[src/rtl/dma_channel_map.vh]
// Purpose: Register offsets, field positions and reset values of the DMA channel transfer engine.
// Assumes: AXI4-Lite byte addresses, one aligned 32-bit word per register.
// Notes: Included by the engine and its bus port; definitions only.
// Overview of operation
// - Move data only with controller and channel enabled.
// - Force-start bit starts a cell transfer.
// - Matching start interrupt starts a cell transfer.
// - Each start moves cell-size bytes, then waits.
// - Read-only source/destination pointers advance per transaction.
// - Half and done flags at size/2 and size.
// - Pointers clear on reset, off, completion, abort.
// - Abort while disabled or suspended keeps pointers; the code keeps them when disabled only if a cell is active.
// - Start address writes clear matching pointer.
// - Completion clears enable unless auto re-enable.
// - Abort on request write, matching abort event, bus error.
// - Abort sets flag after current transaction finishes.
// - Transaction is one read then one write.
// - Block is larger size; completes after that.
// - Pointers wrap to zero at their sizes.
// - Cell never moves more than block size.
// - Written bytes compared with pattern when enabled.
// - Match acts as block completion, sets flag.
// - Size value zero means 256 bytes.
// - Cell pointer counts bytes since last start.
`ifndef DMA_CHANNEL_MAP_VH
`define DMA_CHANNEL_MAP_VH

// Register byte offsets.
`define OFS_CONTROLLER_CTRL 8'h00
`define OFS_CHANNEL_CTRL 8'h04
`define OFS_EVENT_CTRL 8'h08
`define OFS_CHANNEL_FLAG 8'h0C
`define OFS_SOURCE_START 8'h10
`define OFS_DEST_START 8'h14
`define OFS_SOURCE_SIZE 8'h18
`define OFS_DEST_SIZE 8'h1C
`define OFS_SOURCE_POINTER 8'h20
`define OFS_DEST_POINTER 8'h24
`define OFS_CELL_SIZE 8'h28
`define OFS_CELL_POINTER 8'h2C
`define OFS_PATTERN 8'h30

// Controller control fields.
`define BIT_CONTROLLER_ON 15
`define BIT_SUSPEND 12
// Channel control fields.
`define BIT_CHANNEL_ENABLE 7
`define BIT_AUTO_REENABLE 4
// Event control fields.
`define ABORT_NUM_HI 23
`define ABORT_NUM_LO 16
`define START_NUM_HI 15
`define START_NUM_LO 8
`define BIT_FORCE_START 7
`define BIT_ABORT_REQUEST 6
`define BIT_MATCH_ENABLE 5
`define BIT_START_ENABLE 4
`define BIT_ABORT_ENABLE 3
// Channel flag positions; enables sit 16 bits higher.
`define FLAG_ADDRESS_ERROR 0
`define FLAG_ABORT 1
`define FLAG_CELL_DONE 2
`define FLAG_BLOCK_COMPLETE 3
`define FLAG_DEST_HALF 4
`define FLAG_DEST_DONE 5
`define FLAG_SOURCE_HALF 6
`define FLAG_SOURCE_DONE 7
`define FLAG_ENABLE_LO 16

// Reset values.
`define RST_BYTE 8'h00
`define RST_WORD 32'h0000_0000
`define RST_COUNT 9'h000
`define SIZE_ZERO_MEANS 9'h100

// AXI responses.
`define RESP_OKAY 2'b00
`define RESP_SLVERR 2'b10

`endif

[src/rtl/dma_bus_port.v]
// Purpose: Runs one byte transaction on the system bus: a read of the source, then a write of the destination.
// Assumes: The slave holds mem_ack high for one cycle per access; mem_err is valid with mem_ack.
// Notes: A read error ends the transaction without a write.
`timescale 1ns/10ps
`include "dma_channel_map.vh"
module dma_bus_port (
  // Clock and reset.
  input wire core_clk,
  input wire rst,
  // Engine side.
  input wire go,
  input wire [31:0] src_byte_addr,
  input wire [31:0] dst_byte_addr,
  output wire busy,
  output reg done,
  output reg err,
  output reg [7:0] data_byte,
  // System bus master.
  output reg mem_req,
  output reg mem_we,
  output reg [31:0] mem_addr,
  output reg [3:0] mem_be,
  output reg [31:0] mem_wdata,
  input wire mem_ack,
  input wire mem_err,
  input wire [31:0] mem_rdata
);
  localparam ST_IDLE = 2'd0;
  localparam ST_READ = 2'd1;
  localparam ST_WRITE = 2'd2;

  reg [1:0] state;
  reg [1:0] read_lane;
  wire [31:0] shifted_rdata;

  // The byte lane of the source address selects the byte read back.
  assign shifted_rdata = mem_rdata >> {read_lane, 3'b000};
  assign busy = (state != ST_IDLE);

  // Read phase then write phase, each held until the slave acknowledges.
  always @(posedge core_clk)
  begin
    if (rst)
    begin
      state <= ST_IDLE;
      read_lane <= 2'b00;
      done <= 1'b0;
      err <= 1'b0;
      data_byte <= `RST_BYTE;
      mem_req <= 1'b0;
      mem_we <= 1'b0;
      mem_addr <= `RST_WORD;
      mem_be <= 4'h0;
      mem_wdata <= `RST_WORD;
    end
    else
    begin
      done <= 1'b0;
      case (state)
        ST_IDLE:
        begin
          if (go)
          begin
            state <= ST_READ;
            read_lane <= src_byte_addr[1:0];
            mem_req <= 1'b1;
            mem_we <= 1'b0;
            mem_addr <= {src_byte_addr[31:2], 2'b00};
            mem_be <= 4'h1 << src_byte_addr[1:0];
            err <= 1'b0;
          end
        end
        ST_READ:
        begin
          if (mem_ack)
          begin
            if (mem_err)
            begin
              state <= ST_IDLE;
              mem_req <= 1'b0;
              done <= 1'b1;
              err <= 1'b1;
            end
            else
            begin
              state <= ST_WRITE;
              data_byte <= shifted_rdata[7:0];
              mem_we <= 1'b1;
              mem_addr <= {dst_byte_addr[31:2], 2'b00};
              mem_be <= 4'h1 << dst_byte_addr[1:0];
              mem_wdata <= {4{shifted_rdata[7:0]}};
            end
          end
        end
        ST_WRITE:
        begin
          if (mem_ack)
          begin
            state <= ST_IDLE;
            mem_req <= 1'b0;
            mem_we <= 1'b0;
            done <= 1'b1;
            err <= mem_err;
          end
        end
        default:
        begin
          state <= ST_IDLE;
          mem_req <= 1'b0;
        end
      endcase
    end
  end
endmodule

[src/rtl/dma_channel_engine.v]
// Purpose: One DMA channel: registers over AXI4-Lite, start and abort events, pointer tracking, pattern match.
// Assumes: Interrupt events and the system bus run on core_clk; one byte moves per transaction.
// Notes: Start events arriving while a cell is running are ignored; abort events are not.
//
// The AXI4-Lite slave port and the register offsets were left to the implementer.
`timescale 1ns/10ps
`include "dma_channel_map.vh"
module dma_channel_engine (
  // Clock and reset.
  input wire core_clk,
  input wire rst,
  // AXI4-Lite register slave.
  input wire [7:0] s_axi_awaddr,
  input wire s_axi_awvalid,
  output wire s_axi_awready,
  input wire [31:0] s_axi_wdata,
  input wire [3:0] s_axi_wstrb,
  input wire s_axi_wvalid,
  output wire s_axi_wready,
  output reg [1:0] s_axi_bresp,
  output reg s_axi_bvalid,
  input wire s_axi_bready,
  input wire [7:0] s_axi_araddr,
  input wire s_axi_arvalid,
  output wire s_axi_arready,
  output reg [31:0] s_axi_rdata,
  output reg [1:0] s_axi_rresp,
  output reg s_axi_rvalid,
  input wire s_axi_rready,
  // Device interrupt events.
  input wire irq_event_valid,
  input wire [7:0] irq_event_number,
  // System bus master.
  output wire mem_req,
  output wire mem_we,
  output wire [31:0] mem_addr,
  output wire [3:0] mem_be,
  output wire [31:0] mem_wdata,
  input wire mem_ack,
  input wire mem_err,
  input wire [31:0] mem_rdata,
  // Channel interrupt request.
  output reg channel_irq
);
  // Register state.
  reg controller_on;
  reg suspend;
  reg channel_enable;
  reg auto_reenable;
  reg [7:0] start_event_number;
  reg [7:0] abort_event_number;
  reg match_enable;
  reg start_event_enable;
  reg abort_event_enable;
  reg [7:0] flags;
  reg [7:0] flag_enables;
  reg [31:0] source_start_address;
  reg [31:0] dest_start_address;
  reg [7:0] source_size;
  reg [7:0] dest_size;
  reg [7:0] cell_size;
  reg [7:0] pattern_register;
  reg [7:0] source_pointer;
  reg [7:0] dest_pointer;
  reg [7:0] cell_pointer;
  reg [8:0] block_count;
  reg cell_active;
  reg abort_pending;
  // AXI write holding registers.
  reg aw_held;
  reg w_held;
  reg [7:0] aw_addr;
  reg [31:0] w_data;
  reg [3:0] w_strb;

  // Size field to byte count, zero standing for 256.
  function [8:0] size_of;
    input [7:0] field;
    begin
      size_of = (field == 8'h00) ? `SIZE_ZERO_MEANS : {1'b0, field};
    end
  endfunction

  // Byte-strobe merge of write data into an old register value.
  function [31:0] merge;
    input [31:0] old;
    input [31:0] data;
    input [3:0] strb;
    reg [31:0] mask;
    begin
      mask = {{8{strb[3]}}, {8{strb[2]}}, {8{strb[1]}}, {8{strb[0]}}};
      merge = (old & ~mask) | (data & mask);
    end
  endfunction

  // Transaction port wires.
  wire port_busy;
  wire txn_done;
  wire txn_err;
  wire [7:0] txn_byte;
  wire [31:0] src_byte_addr;
  wire [31:0] dst_byte_addr;
  wire go;

  // AXI handshakes: address and data are taken in either order.
  wire wr_fire = aw_held && w_held && !s_axi_bvalid;
  wire rd_fire = s_axi_arvalid && !s_axi_rvalid;
  assign s_axi_awready = !aw_held;
  assign s_axi_wready = !w_held;
  assign s_axi_arready = !s_axi_rvalid;

  // Decoded register writes.
  wire hit_ctrl = wr_fire && (aw_addr == `OFS_CONTROLLER_CTRL);
  wire hit_chan = wr_fire && (aw_addr == `OFS_CHANNEL_CTRL);
  wire hit_econ = wr_fire && (aw_addr == `OFS_EVENT_CTRL);
  wire hit_flag = wr_fire && (aw_addr == `OFS_CHANNEL_FLAG);
  wire hit_ssa = wr_fire && (aw_addr == `OFS_SOURCE_START);
  wire hit_dsa = wr_fire && (aw_addr == `OFS_DEST_START);
  wire [31:0] ctrl_new = merge({16'h0000, controller_on, 2'b00, suspend, 12'h000}, w_data, w_strb);
  wire [31:0] chan_new = merge({24'h00_0000, channel_enable, 2'b00, auto_reenable, 4'h0}, w_data, w_strb);
  wire [31:0] econ_new = merge({8'h00, abort_event_number, start_event_number, 2'b00, match_enable,
                                start_event_enable, abort_event_enable, 3'b000}, w_data, w_strb);
  wire force_wr = hit_econ && w_strb[0] && w_data[`BIT_FORCE_START];
  wire abort_wr = hit_econ && w_strb[0] && w_data[`BIT_ABORT_REQUEST];
  wire [7:0] flag_clr = (hit_flag && w_strb[0]) ? w_data[7:0] : 8'h00;

  // Events, sizes and the running condition.
  wire run_ok = controller_on && channel_enable;
  wire start_ev = run_ok && !cell_active && !abort_pending &&
                  (force_wr || (start_event_enable && irq_event_valid &&
                  (irq_event_number == start_event_number)));
  wire abort_ev = abort_wr || (abort_event_enable && irq_event_valid &&
                  (irq_event_number == abort_event_number));
  wire [8:0] src_total = size_of(source_size);
  wire [8:0] dst_total = size_of(dest_size);
  wire [8:0] block_size = (src_total > dst_total) ? src_total : dst_total;
  wire [8:0] src_next = {1'b0, source_pointer} + 9'h001;
  wire [8:0] dst_next = {1'b0, dest_pointer} + 9'h001;
  wire [8:0] cell_next = {1'b0, cell_pointer} + 9'h001;
  wire [8:0] block_next = block_count + 9'h001;
  wire src_wrap = (src_next == src_total);
  wire dst_wrap = (dst_next == dst_total);
  wire block_end = (block_next == block_size);
  wire cell_end = (cell_next == size_of(cell_size)) || block_end;
  wire txn_ok = txn_done && !txn_err;
  wire pattern_hit = match_enable && (txn_byte == pattern_register);
  wire complete = txn_ok && (block_end || pattern_hit);
  wire apply_abort = abort_pending && !port_busy && !txn_done;
  wire keep_pointers = suspend || (!channel_enable && cell_active);

  assign go = cell_active && run_ok && !suspend && !port_busy && !abort_pending && !txn_done;
  assign src_byte_addr = source_start_address + {24'h00_0000, source_pointer};
  assign dst_byte_addr = dest_start_address + {24'h00_0000, dest_pointer};

  // Flag set terms collected from the datapath.
  reg [7:0] flag_set;
  always @*
  begin
    flag_set = 8'h00;
    if (txn_ok)
    begin
      flag_set[`FLAG_SOURCE_HALF] = (src_next == (src_total >> 1));
      flag_set[`FLAG_DEST_HALF] = (dst_next == (dst_total >> 1));
      flag_set[`FLAG_SOURCE_DONE] = src_wrap;
      flag_set[`FLAG_DEST_DONE] = dst_wrap;
      flag_set[`FLAG_CELL_DONE] = cell_end || complete;
      flag_set[`FLAG_BLOCK_COMPLETE] = complete;
    end
    if (txn_done && txn_err)
      flag_set[`FLAG_ADDRESS_ERROR] = 1'b1;
    if (apply_abort)
      flag_set[`FLAG_ABORT] = 1'b1;
  end

  // AXI write channel capture and response.
  always @(posedge core_clk)
  begin
    if (rst)
    begin
      aw_held <= 1'b0;
      w_held <= 1'b0;
      aw_addr <= `RST_BYTE;
      w_data <= `RST_WORD;
      w_strb <= 4'h0;
      s_axi_bvalid <= 1'b0;
      s_axi_bresp <= `RESP_OKAY;
    end
    else
    begin
      if (s_axi_awvalid && !aw_held)
      begin
        aw_held <= 1'b1;
        aw_addr <= {s_axi_awaddr[7:2], 2'b00};
      end
      if (s_axi_wvalid && !w_held)
      begin
        w_held <= 1'b1;
        w_data <= s_axi_wdata;
        w_strb <= s_axi_wstrb;
      end
      if (wr_fire)
      begin
        aw_held <= 1'b0;
        w_held <= 1'b0;
        s_axi_bvalid <= 1'b1;
        s_axi_bresp <= (aw_addr > `OFS_PATTERN) ? `RESP_SLVERR : `RESP_OKAY;
      end
      else if (s_axi_bready)
        s_axi_bvalid <= 1'b0;
    end
  end

  // AXI read channel: data registered one cycle after the address is taken.
  always @(posedge core_clk)
  begin
    if (rst)
    begin
      s_axi_rvalid <= 1'b0;
      s_axi_rdata <= `RST_WORD;
      s_axi_rresp <= `RESP_OKAY;
    end
    else if (rd_fire)
    begin
      s_axi_rvalid <= 1'b1;
      s_axi_rresp <= `RESP_OKAY;
      case ({s_axi_araddr[7:2], 2'b00})
        `OFS_CONTROLLER_CTRL: s_axi_rdata <= {16'h0000, controller_on, 2'b00, suspend, 12'h000};
        `OFS_CHANNEL_CTRL: s_axi_rdata <= {24'h00_0000, channel_enable, 2'b00, auto_reenable, 4'h0};
        `OFS_EVENT_CTRL: s_axi_rdata <= {8'h00, abort_event_number, start_event_number, 2'b00,
                                         match_enable, start_event_enable, abort_event_enable, 3'b000};
        `OFS_CHANNEL_FLAG: s_axi_rdata <= {8'h00, flag_enables, 8'h00, flags};
        `OFS_SOURCE_START: s_axi_rdata <= source_start_address;
        `OFS_DEST_START: s_axi_rdata <= dest_start_address;
        `OFS_SOURCE_SIZE: s_axi_rdata <= {24'h00_0000, source_size};
        `OFS_DEST_SIZE: s_axi_rdata <= {24'h00_0000, dest_size};
        `OFS_SOURCE_POINTER: s_axi_rdata <= {24'h00_0000, source_pointer};
        `OFS_DEST_POINTER: s_axi_rdata <= {24'h00_0000, dest_pointer};
        `OFS_CELL_SIZE: s_axi_rdata <= {24'h00_0000, cell_size};
        `OFS_CELL_POINTER: s_axi_rdata <= {24'h00_0000, cell_pointer};
        `OFS_PATTERN: s_axi_rdata <= {24'h00_0000, pattern_register};
        default:
        begin
          s_axi_rdata <= `RST_WORD;
          s_axi_rresp <= `RESP_SLVERR;
        end
      endcase
    end
    else if (s_axi_rready)
      s_axi_rvalid <= 1'b0;
  end

  // Configuration registers; pointer registers take no software writes.
  always @(posedge core_clk)
  begin
    if (rst)
    begin
      controller_on <= 1'b0;
      suspend <= 1'b0;
      auto_reenable <= 1'b0;
      start_event_number <= `RST_BYTE;
      abort_event_number <= `RST_BYTE;
      match_enable <= 1'b0;
      start_event_enable <= 1'b0;
      abort_event_enable <= 1'b0;
      flag_enables <= `RST_BYTE;
      source_start_address <= `RST_WORD;
      dest_start_address <= `RST_WORD;
      source_size <= `RST_BYTE;
      dest_size <= `RST_BYTE;
      cell_size <= `RST_BYTE;
      pattern_register <= `RST_BYTE;
    end
    else
    begin
      if (hit_ctrl)
      begin
        controller_on <= ctrl_new[`BIT_CONTROLLER_ON];
        suspend <= ctrl_new[`BIT_SUSPEND];
      end
      if (hit_chan)
        auto_reenable <= chan_new[`BIT_AUTO_REENABLE];
      if (hit_econ)
      begin
        abort_event_number <= econ_new[`ABORT_NUM_HI:`ABORT_NUM_LO];
        start_event_number <= econ_new[`START_NUM_HI:`START_NUM_LO];
        match_enable <= econ_new[`BIT_MATCH_ENABLE];
        start_event_enable <= econ_new[`BIT_START_ENABLE];
        abort_event_enable <= econ_new[`BIT_ABORT_ENABLE];
      end
      if (hit_flag && w_strb[2])
        flag_enables <= w_data[`FLAG_ENABLE_LO+7:`FLAG_ENABLE_LO];
      if (hit_ssa)
        source_start_address <= merge(source_start_address, w_data, w_strb);
      if (hit_dsa)
        dest_start_address <= merge(dest_start_address, w_data, w_strb);
      if (wr_fire && (aw_addr == `OFS_SOURCE_SIZE) && w_strb[0])
        source_size <= w_data[7:0];
      if (wr_fire && (aw_addr == `OFS_DEST_SIZE) && w_strb[0])
        dest_size <= w_data[7:0];
      if (wr_fire && (aw_addr == `OFS_CELL_SIZE) && w_strb[0])
        cell_size <= w_data[7:0];
      if (wr_fire && (aw_addr == `OFS_PATTERN) && w_strb[0])
        pattern_register <= w_data[7:0];
    end
  end

  // Sticky flags, set winning over a software clear, and the gated interrupt.
  always @(posedge core_clk)
  begin
    if (rst)
    begin
      flags <= `RST_BYTE;
      channel_irq <= 1'b0;
    end
    else
    begin
      flags <= (flags & ~flag_clr) | flag_set;
      channel_irq <= |(((flags & ~flag_clr) | flag_set) & flag_enables);
    end
  end

  // Channel sequencing: cells, pointers, completion and aborts; later assignments take priority.
  always @(posedge core_clk)
  begin
    if (rst)
    begin
      channel_enable <= 1'b0;
      source_pointer <= `RST_BYTE;
      dest_pointer <= `RST_BYTE;
      cell_pointer <= `RST_BYTE;
      block_count <= `RST_COUNT;
      cell_active <= 1'b0;
      abort_pending <= 1'b0;
    end
    else
    begin
      if (hit_chan)
        channel_enable <= chan_new[`BIT_CHANNEL_ENABLE];
      if (start_ev)
      begin
        cell_active <= 1'b1;
        cell_pointer <= `RST_BYTE;
      end
      if (txn_ok)
      begin
        source_pointer <= src_wrap ? `RST_BYTE : src_next[7:0];
        dest_pointer <= dst_wrap ? `RST_BYTE : dst_next[7:0];
        cell_pointer <= cell_next[7:0];
        block_count <= block_next;
        if (cell_end)
          cell_active <= 1'b0;
      end
      if (complete)
      begin
        source_pointer <= `RST_BYTE;
        dest_pointer <= `RST_BYTE;
        cell_pointer <= `RST_BYTE;
        block_count <= `RST_COUNT;
        cell_active <= 1'b0;
        if (!auto_reenable)
          channel_enable <= 1'b0;
      end
      if (abort_ev || (txn_done && txn_err))
        abort_pending <= 1'b1;
      if (apply_abort)
      begin
        abort_pending <= 1'b0;
        cell_active <= 1'b0;
        if (!keep_pointers)
        begin
          source_pointer <= `RST_BYTE;
          dest_pointer <= `RST_BYTE;
          cell_pointer <= `RST_BYTE;
          block_count <= `RST_COUNT;
        end
      end
      if (hit_ssa)
        source_pointer <= `RST_BYTE;
      if (hit_dsa)
        dest_pointer <= `RST_BYTE;
      if (!controller_on)
      begin
        source_pointer <= `RST_BYTE;
        dest_pointer <= `RST_BYTE;
        cell_pointer <= `RST_BYTE;
        block_count <= `RST_COUNT;
        cell_active <= 1'b0;
      end
    end
  end

  // Bus transaction port.
  dma_bus_port u_bus_port (
    .core_clk(core_clk),
    .rst(rst),
    .go(go),
    .src_byte_addr(src_byte_addr),
    .dst_byte_addr(dst_byte_addr),
    .busy(port_busy),
    .done(txn_done),
    .err(txn_err),
    .data_byte(txn_byte),
    .mem_req(mem_req),
    .mem_we(mem_we),
    .mem_addr(mem_addr),
    .mem_be(mem_be),
    .mem_wdata(mem_wdata),
    .mem_ack(mem_ack),
    .mem_err(mem_err),
    .mem_rdata(mem_rdata)
  );
endmodule

[config.mk]
export PLATFORM = sky130hd
export DESIGN_NAME = dma_channel_engine
export DESIGN_NICKNAME = d
export VERILOG_FILES = /design/src/rtl/dma_bus_port.v /design/src/rtl/dma_channel_engine.v
export VERILOG_INCLUDE_DIRS = /design/src /design/src/rtl
export SDC_FILE = /design/constraint.sdc
export NUM_CORES = 1
export LEC_CHECK = 0
export BUFFER_PORTS_ARGS = -buffer_cell sky130_fd_sc_hd__buf_2
export CORE_MARGIN = 4
export CORE_UTILIZATION = 25
export DETAILED_ROUTE_END_ITERATION = 12
export PLACE_DENSITY_LB_ADDON = 0.12
export SLEW_MARGIN = 5
export SYNTH_ARGS = -nofsm -noshare
export SYNTH_HDL_FRONTEND = slang
export SYNTH_SLANG_ARGS = --single-unit
[constraint.sdc]
create_clock -name core_clk -period 4.28 [get_ports core_clk]
set_input_delay 0.428 -clock core_clk [delete_from_list [all_inputs] [get_ports core_clk]]
set_output_delay 0.428 -clock core_clk [all_outputs]
set_load 0.01 [all_outputs]
==> results.sh <==
export IMPL_grt_max_degree=180
export IMPL_cts_buffers=39
export IMPL_dp_hpwl_mm=47.5
export IMPL_layout_min_cycle_time_ns=4.02
export IMPL_min_path_type="in -> reg"
export IMPL_start_util_pct=25.3
export IMPL_worst_path_max_delay_cell="or4_4"
export IMPL_n_antenna_cell=0
export IMPL_reg2reg_depth=15
export IMPL_ant_nets=0
export IMPL_synth_warnings=0
export IMPL_routabilityCongestion=0.894
export IMPL_synthTopCellsByArea="dfxtp_1, a21oi_1, nand2_1, xnor2_1, nor2_1"
export IMPL_final_area_sq_mm=0.0190
export IMPL_ir_drop_v=0.000227
export IMPL_rows=92
export IMPL_track_usage_pct=18.2
export IMPL_yosys_register_bits=301
export IMPL_finalCritPeriodShare_pct=94.0
export IMPL_report_final_hold_viol_count=0
export IMPL_yosysMostFrequentCell="nand2_1"
export IMPL_top_layer="met4"
export IMPL_synth_common_cells="nand2_1, dfxtp_1, a21oi_1, nor2_1, clkbuf_1"
export IMPL_tightest_slew_ns=1.20
export IMPL_drtIter0Drc=1114
export IMPL_crit_path_max_incr_delay_ns=0.59
export IMPL_met2WireLength_mm=30.0
export IMPL_yosysSeqAreaShare_pct=37.8
export IMPL_drc=0
export IMPL_slew_headroom_pct=19.9
export IMPL_yosysTopAreaCell="dfxtp_1"
export IMPL_holdPathStages=2
export IMPL_cp_max_fo=15
export IMPL_slew_violations=0
export IMPL_ys_types=71
export IMPL_layout_drive_gt1_share_pct=16.4
export IMPL_crit_arrival_ns=4.46
export IMPL_io_pins=214
export IMPL_crit_type="reg -> reg"
export IMPL_wl_met1_mm=28.3
export IMPL_fin_setup_tns_ns=0
export IMPL_htree_levels=2
export IMPL_die_x_microns=261
export IMPL_rsz0062_at_grt="no"
export IMPL_ys_flop_type="dfxtp_1"
export IMPL_nNetsFinal=2278
export IMPL_syn_area_per_cell_sq_um=7.97
export IMPL_synth_top_cell_area_share_pct=37.8
export IMPL_crit_path_start_kind="flop"
export IMPL_fmax_ghz=0.249
export IMPL_dr_pass1_iters=8
export IMPL_die_height_microns=261
export IMPL_clkSlewWorstSetupHoldPaths_ns=0.06
export IMPL_synthCells=2003
export IMPL_cap_violations=0
export IMPL_p_leak_nw=6.90
export IMPL_critPathRequiredTime_ns=4.72
export IMPL_end_kind="flop"
export IMPL_multi_input_area_sq_mm=0.00911
export IMPL_cts_buffer_depth=3
export IMPL_grt_pass1_wl_mm=94.1
export IMPL_cts_sinks=301
export IMPL_status="finished, final reports clean"
export IMPL_synth_edf_count=0
export IMPL_avgRoutedWirePerCell_microns=21.1
export IMPL_hold_buffers=0
export IMPL_root_buffer="clkbuf_16"
export IMPL_synth_area_sq_mm=0.0160
export IMPL_antenna_found_initial=0
export IMPL_finalClockSkew_ns=0.0268
export IMPL_clock_latency_ns=0.56
export IMPL_cp_cell_sequence="nor4_1, nand2_1, ha_1, a21oi_1, o21ai_0, or4_4, buf_4, a21oi_1, o21ai_0, and4b_1, and4_4, a21o_1, a21o_2, buf_12, nor4_1"
export IMPL_die_area_sq_mm=0.0679
export IMPL_n_fill_cell=6952
export IMPL_area_growth_pct=18.8
export IMPL_wl_mm=63.5
export IMPL_async_flop_share_pct=0
export IMPL_grt_pass1_vias=14431
export IMPL_numPortBuffers=205
export IMPL_via_per_inst=4.96
export IMPL_grt_overflow=0
export IMPL_cts_tree="done"
export IMPL_final_seq_area_sq_mm=0.00603
export IMPL_setup_viol=0
export IMPL_met3WireLength_mm=3.09
export IMPL_route_vias_total=14925
export IMPL_dpl_cell_area_sq_mm=0.0178
export IMPL_p_per_area_mw_per_mm2=329
export IMPL_core_area_sq_mm=0.0631
==> per-layer routing <==
metal,up-vias,global-route usage [%]
met3,95,2.93
met2,367,30.2
met4,0,5.92
met5,-,0
li1,7254,-
met1,7209,24.1
==> power breakdown <==
part	internal, mW	total [mW]	leakage, nW	switching [mW]
Combinational	0.0862	0.267	3.89	0.180
Clock	1.82	3.09	0.576	1.27
Sequential	2.83	2.89	2.43	0.0540
==> through the flow <==
| step | std cells | total power [mW] | utilization [%] | worst slack [ns] | hold slack (ns) |
|---|---|---|---|---|---|
| 6_report | 3010 | 6.24 | 30.1 | 0.258 | 0.0674 |
| 3_5_place_dp | 2948 | 3.22 | 28.2 | 0.268 | 0.450 |
| 2_1_floorplan | 2006 | 3.06 | - | 0.667 | 0.445 |
| 4_1_cts | 3010 | 6.35 | 30.0 | 0.227 | 0.0403 |
| 5_1_grt | 3010 | 6.49 | 30.1 | 0.0312 | 0.0582 |
| 3_3_place_gp | 2948 | 3.21 | 28.2 | 0.357 | 0.444 |
==> worst paths after layout <==
check,start,end,slack [ns]
worst min register to register,u_bus_port.mem_be[2],u_bus_port.mem_be[2],0.45
worst max register to register,dest_size[3],source_pointer[7],0.26
worst max-delay path,dest_size[3],source_pointer[7],0.26
worst min-delay path,s_axi_rready,s_axi_rvalid,0.07
==> layout by cell type (no fill, tap or decap), types with 7 or more instances in the layout <==
cell type	synthesis	routed
nand2_1	303	303
dfxtp_1	301	301
a21oi_1	236	236
nor2_1	216	214
buf_2	0	204
nand3_1	114	114
xnor2_1	106	106
mux2i_1	64	64
xor2_1	61	61
buf_4	33	51
nor3_1	44	40
clkbuf_16	0	39
inv_1	31	31
ha_1	31	30
o21ai_0	29	29
a22oi_1	27	26
and3_1	24	24
a222oi_1	23	23
nand4_1	20	20
a21o_1	17	17
nor4_1	14	14
a221oi_1	14	14
a211oi_1	12	12
nand2b_1	11	11
nor2b_1	12	10
clkbuf_1	115	10
o211ai_1	9	9
and2_1	8	8
a22o_1	8	8
a31oi_1	8	8
mux4_2	8	8
nor4_2	8	8
or3_1	7	7
==> timing repair <==
| action | 4_1_cts | 5_1_grt |
|---|---|---|
| resized for setup | 0 | 1 |
| endpoints found under the setup margin | 0 | 1 |
| setup buffers | 0 | 0 |
==> cells by family after synthesis <==
| group | after synthesis | share of synthesized area [%] |
|---|---|---|
| mux | 74 | 5.28 |
| compound gates | 421 | 16.3 |
| xor+xnor | 169 | 9.37 |
| other cells | 1 | 0.0235 |
| fa+ha+maj | 33 | 2.68 |
| simple gates | 810 | 23.1 |
| buf+inv | 194 | 5.51 |
| flops | 301 | 37.8 |
==> worst max-delay path: cells and delay by family (launching register included) <==
family	cells	cell delay [ns]
flip-flops	1	0.37
buffers and inverters	2	0.34
AND/OR/NAND/NOR	6	1.74
adder cells (fa/ha/maj)	1	0.34
AO/OA/AOI/OAI	6	1.11
==> cell type report <==
type	instances	share of cell area, %
flip-flops and latches	301	31.8
well taps	846	5.58
clock inverters	8	0.442
inverters	31	0.614
multi-input cells	1511	48.1
repair buffers	259	7.79
clock buffers	54	5.71
(Power assumes the default switching activity.)
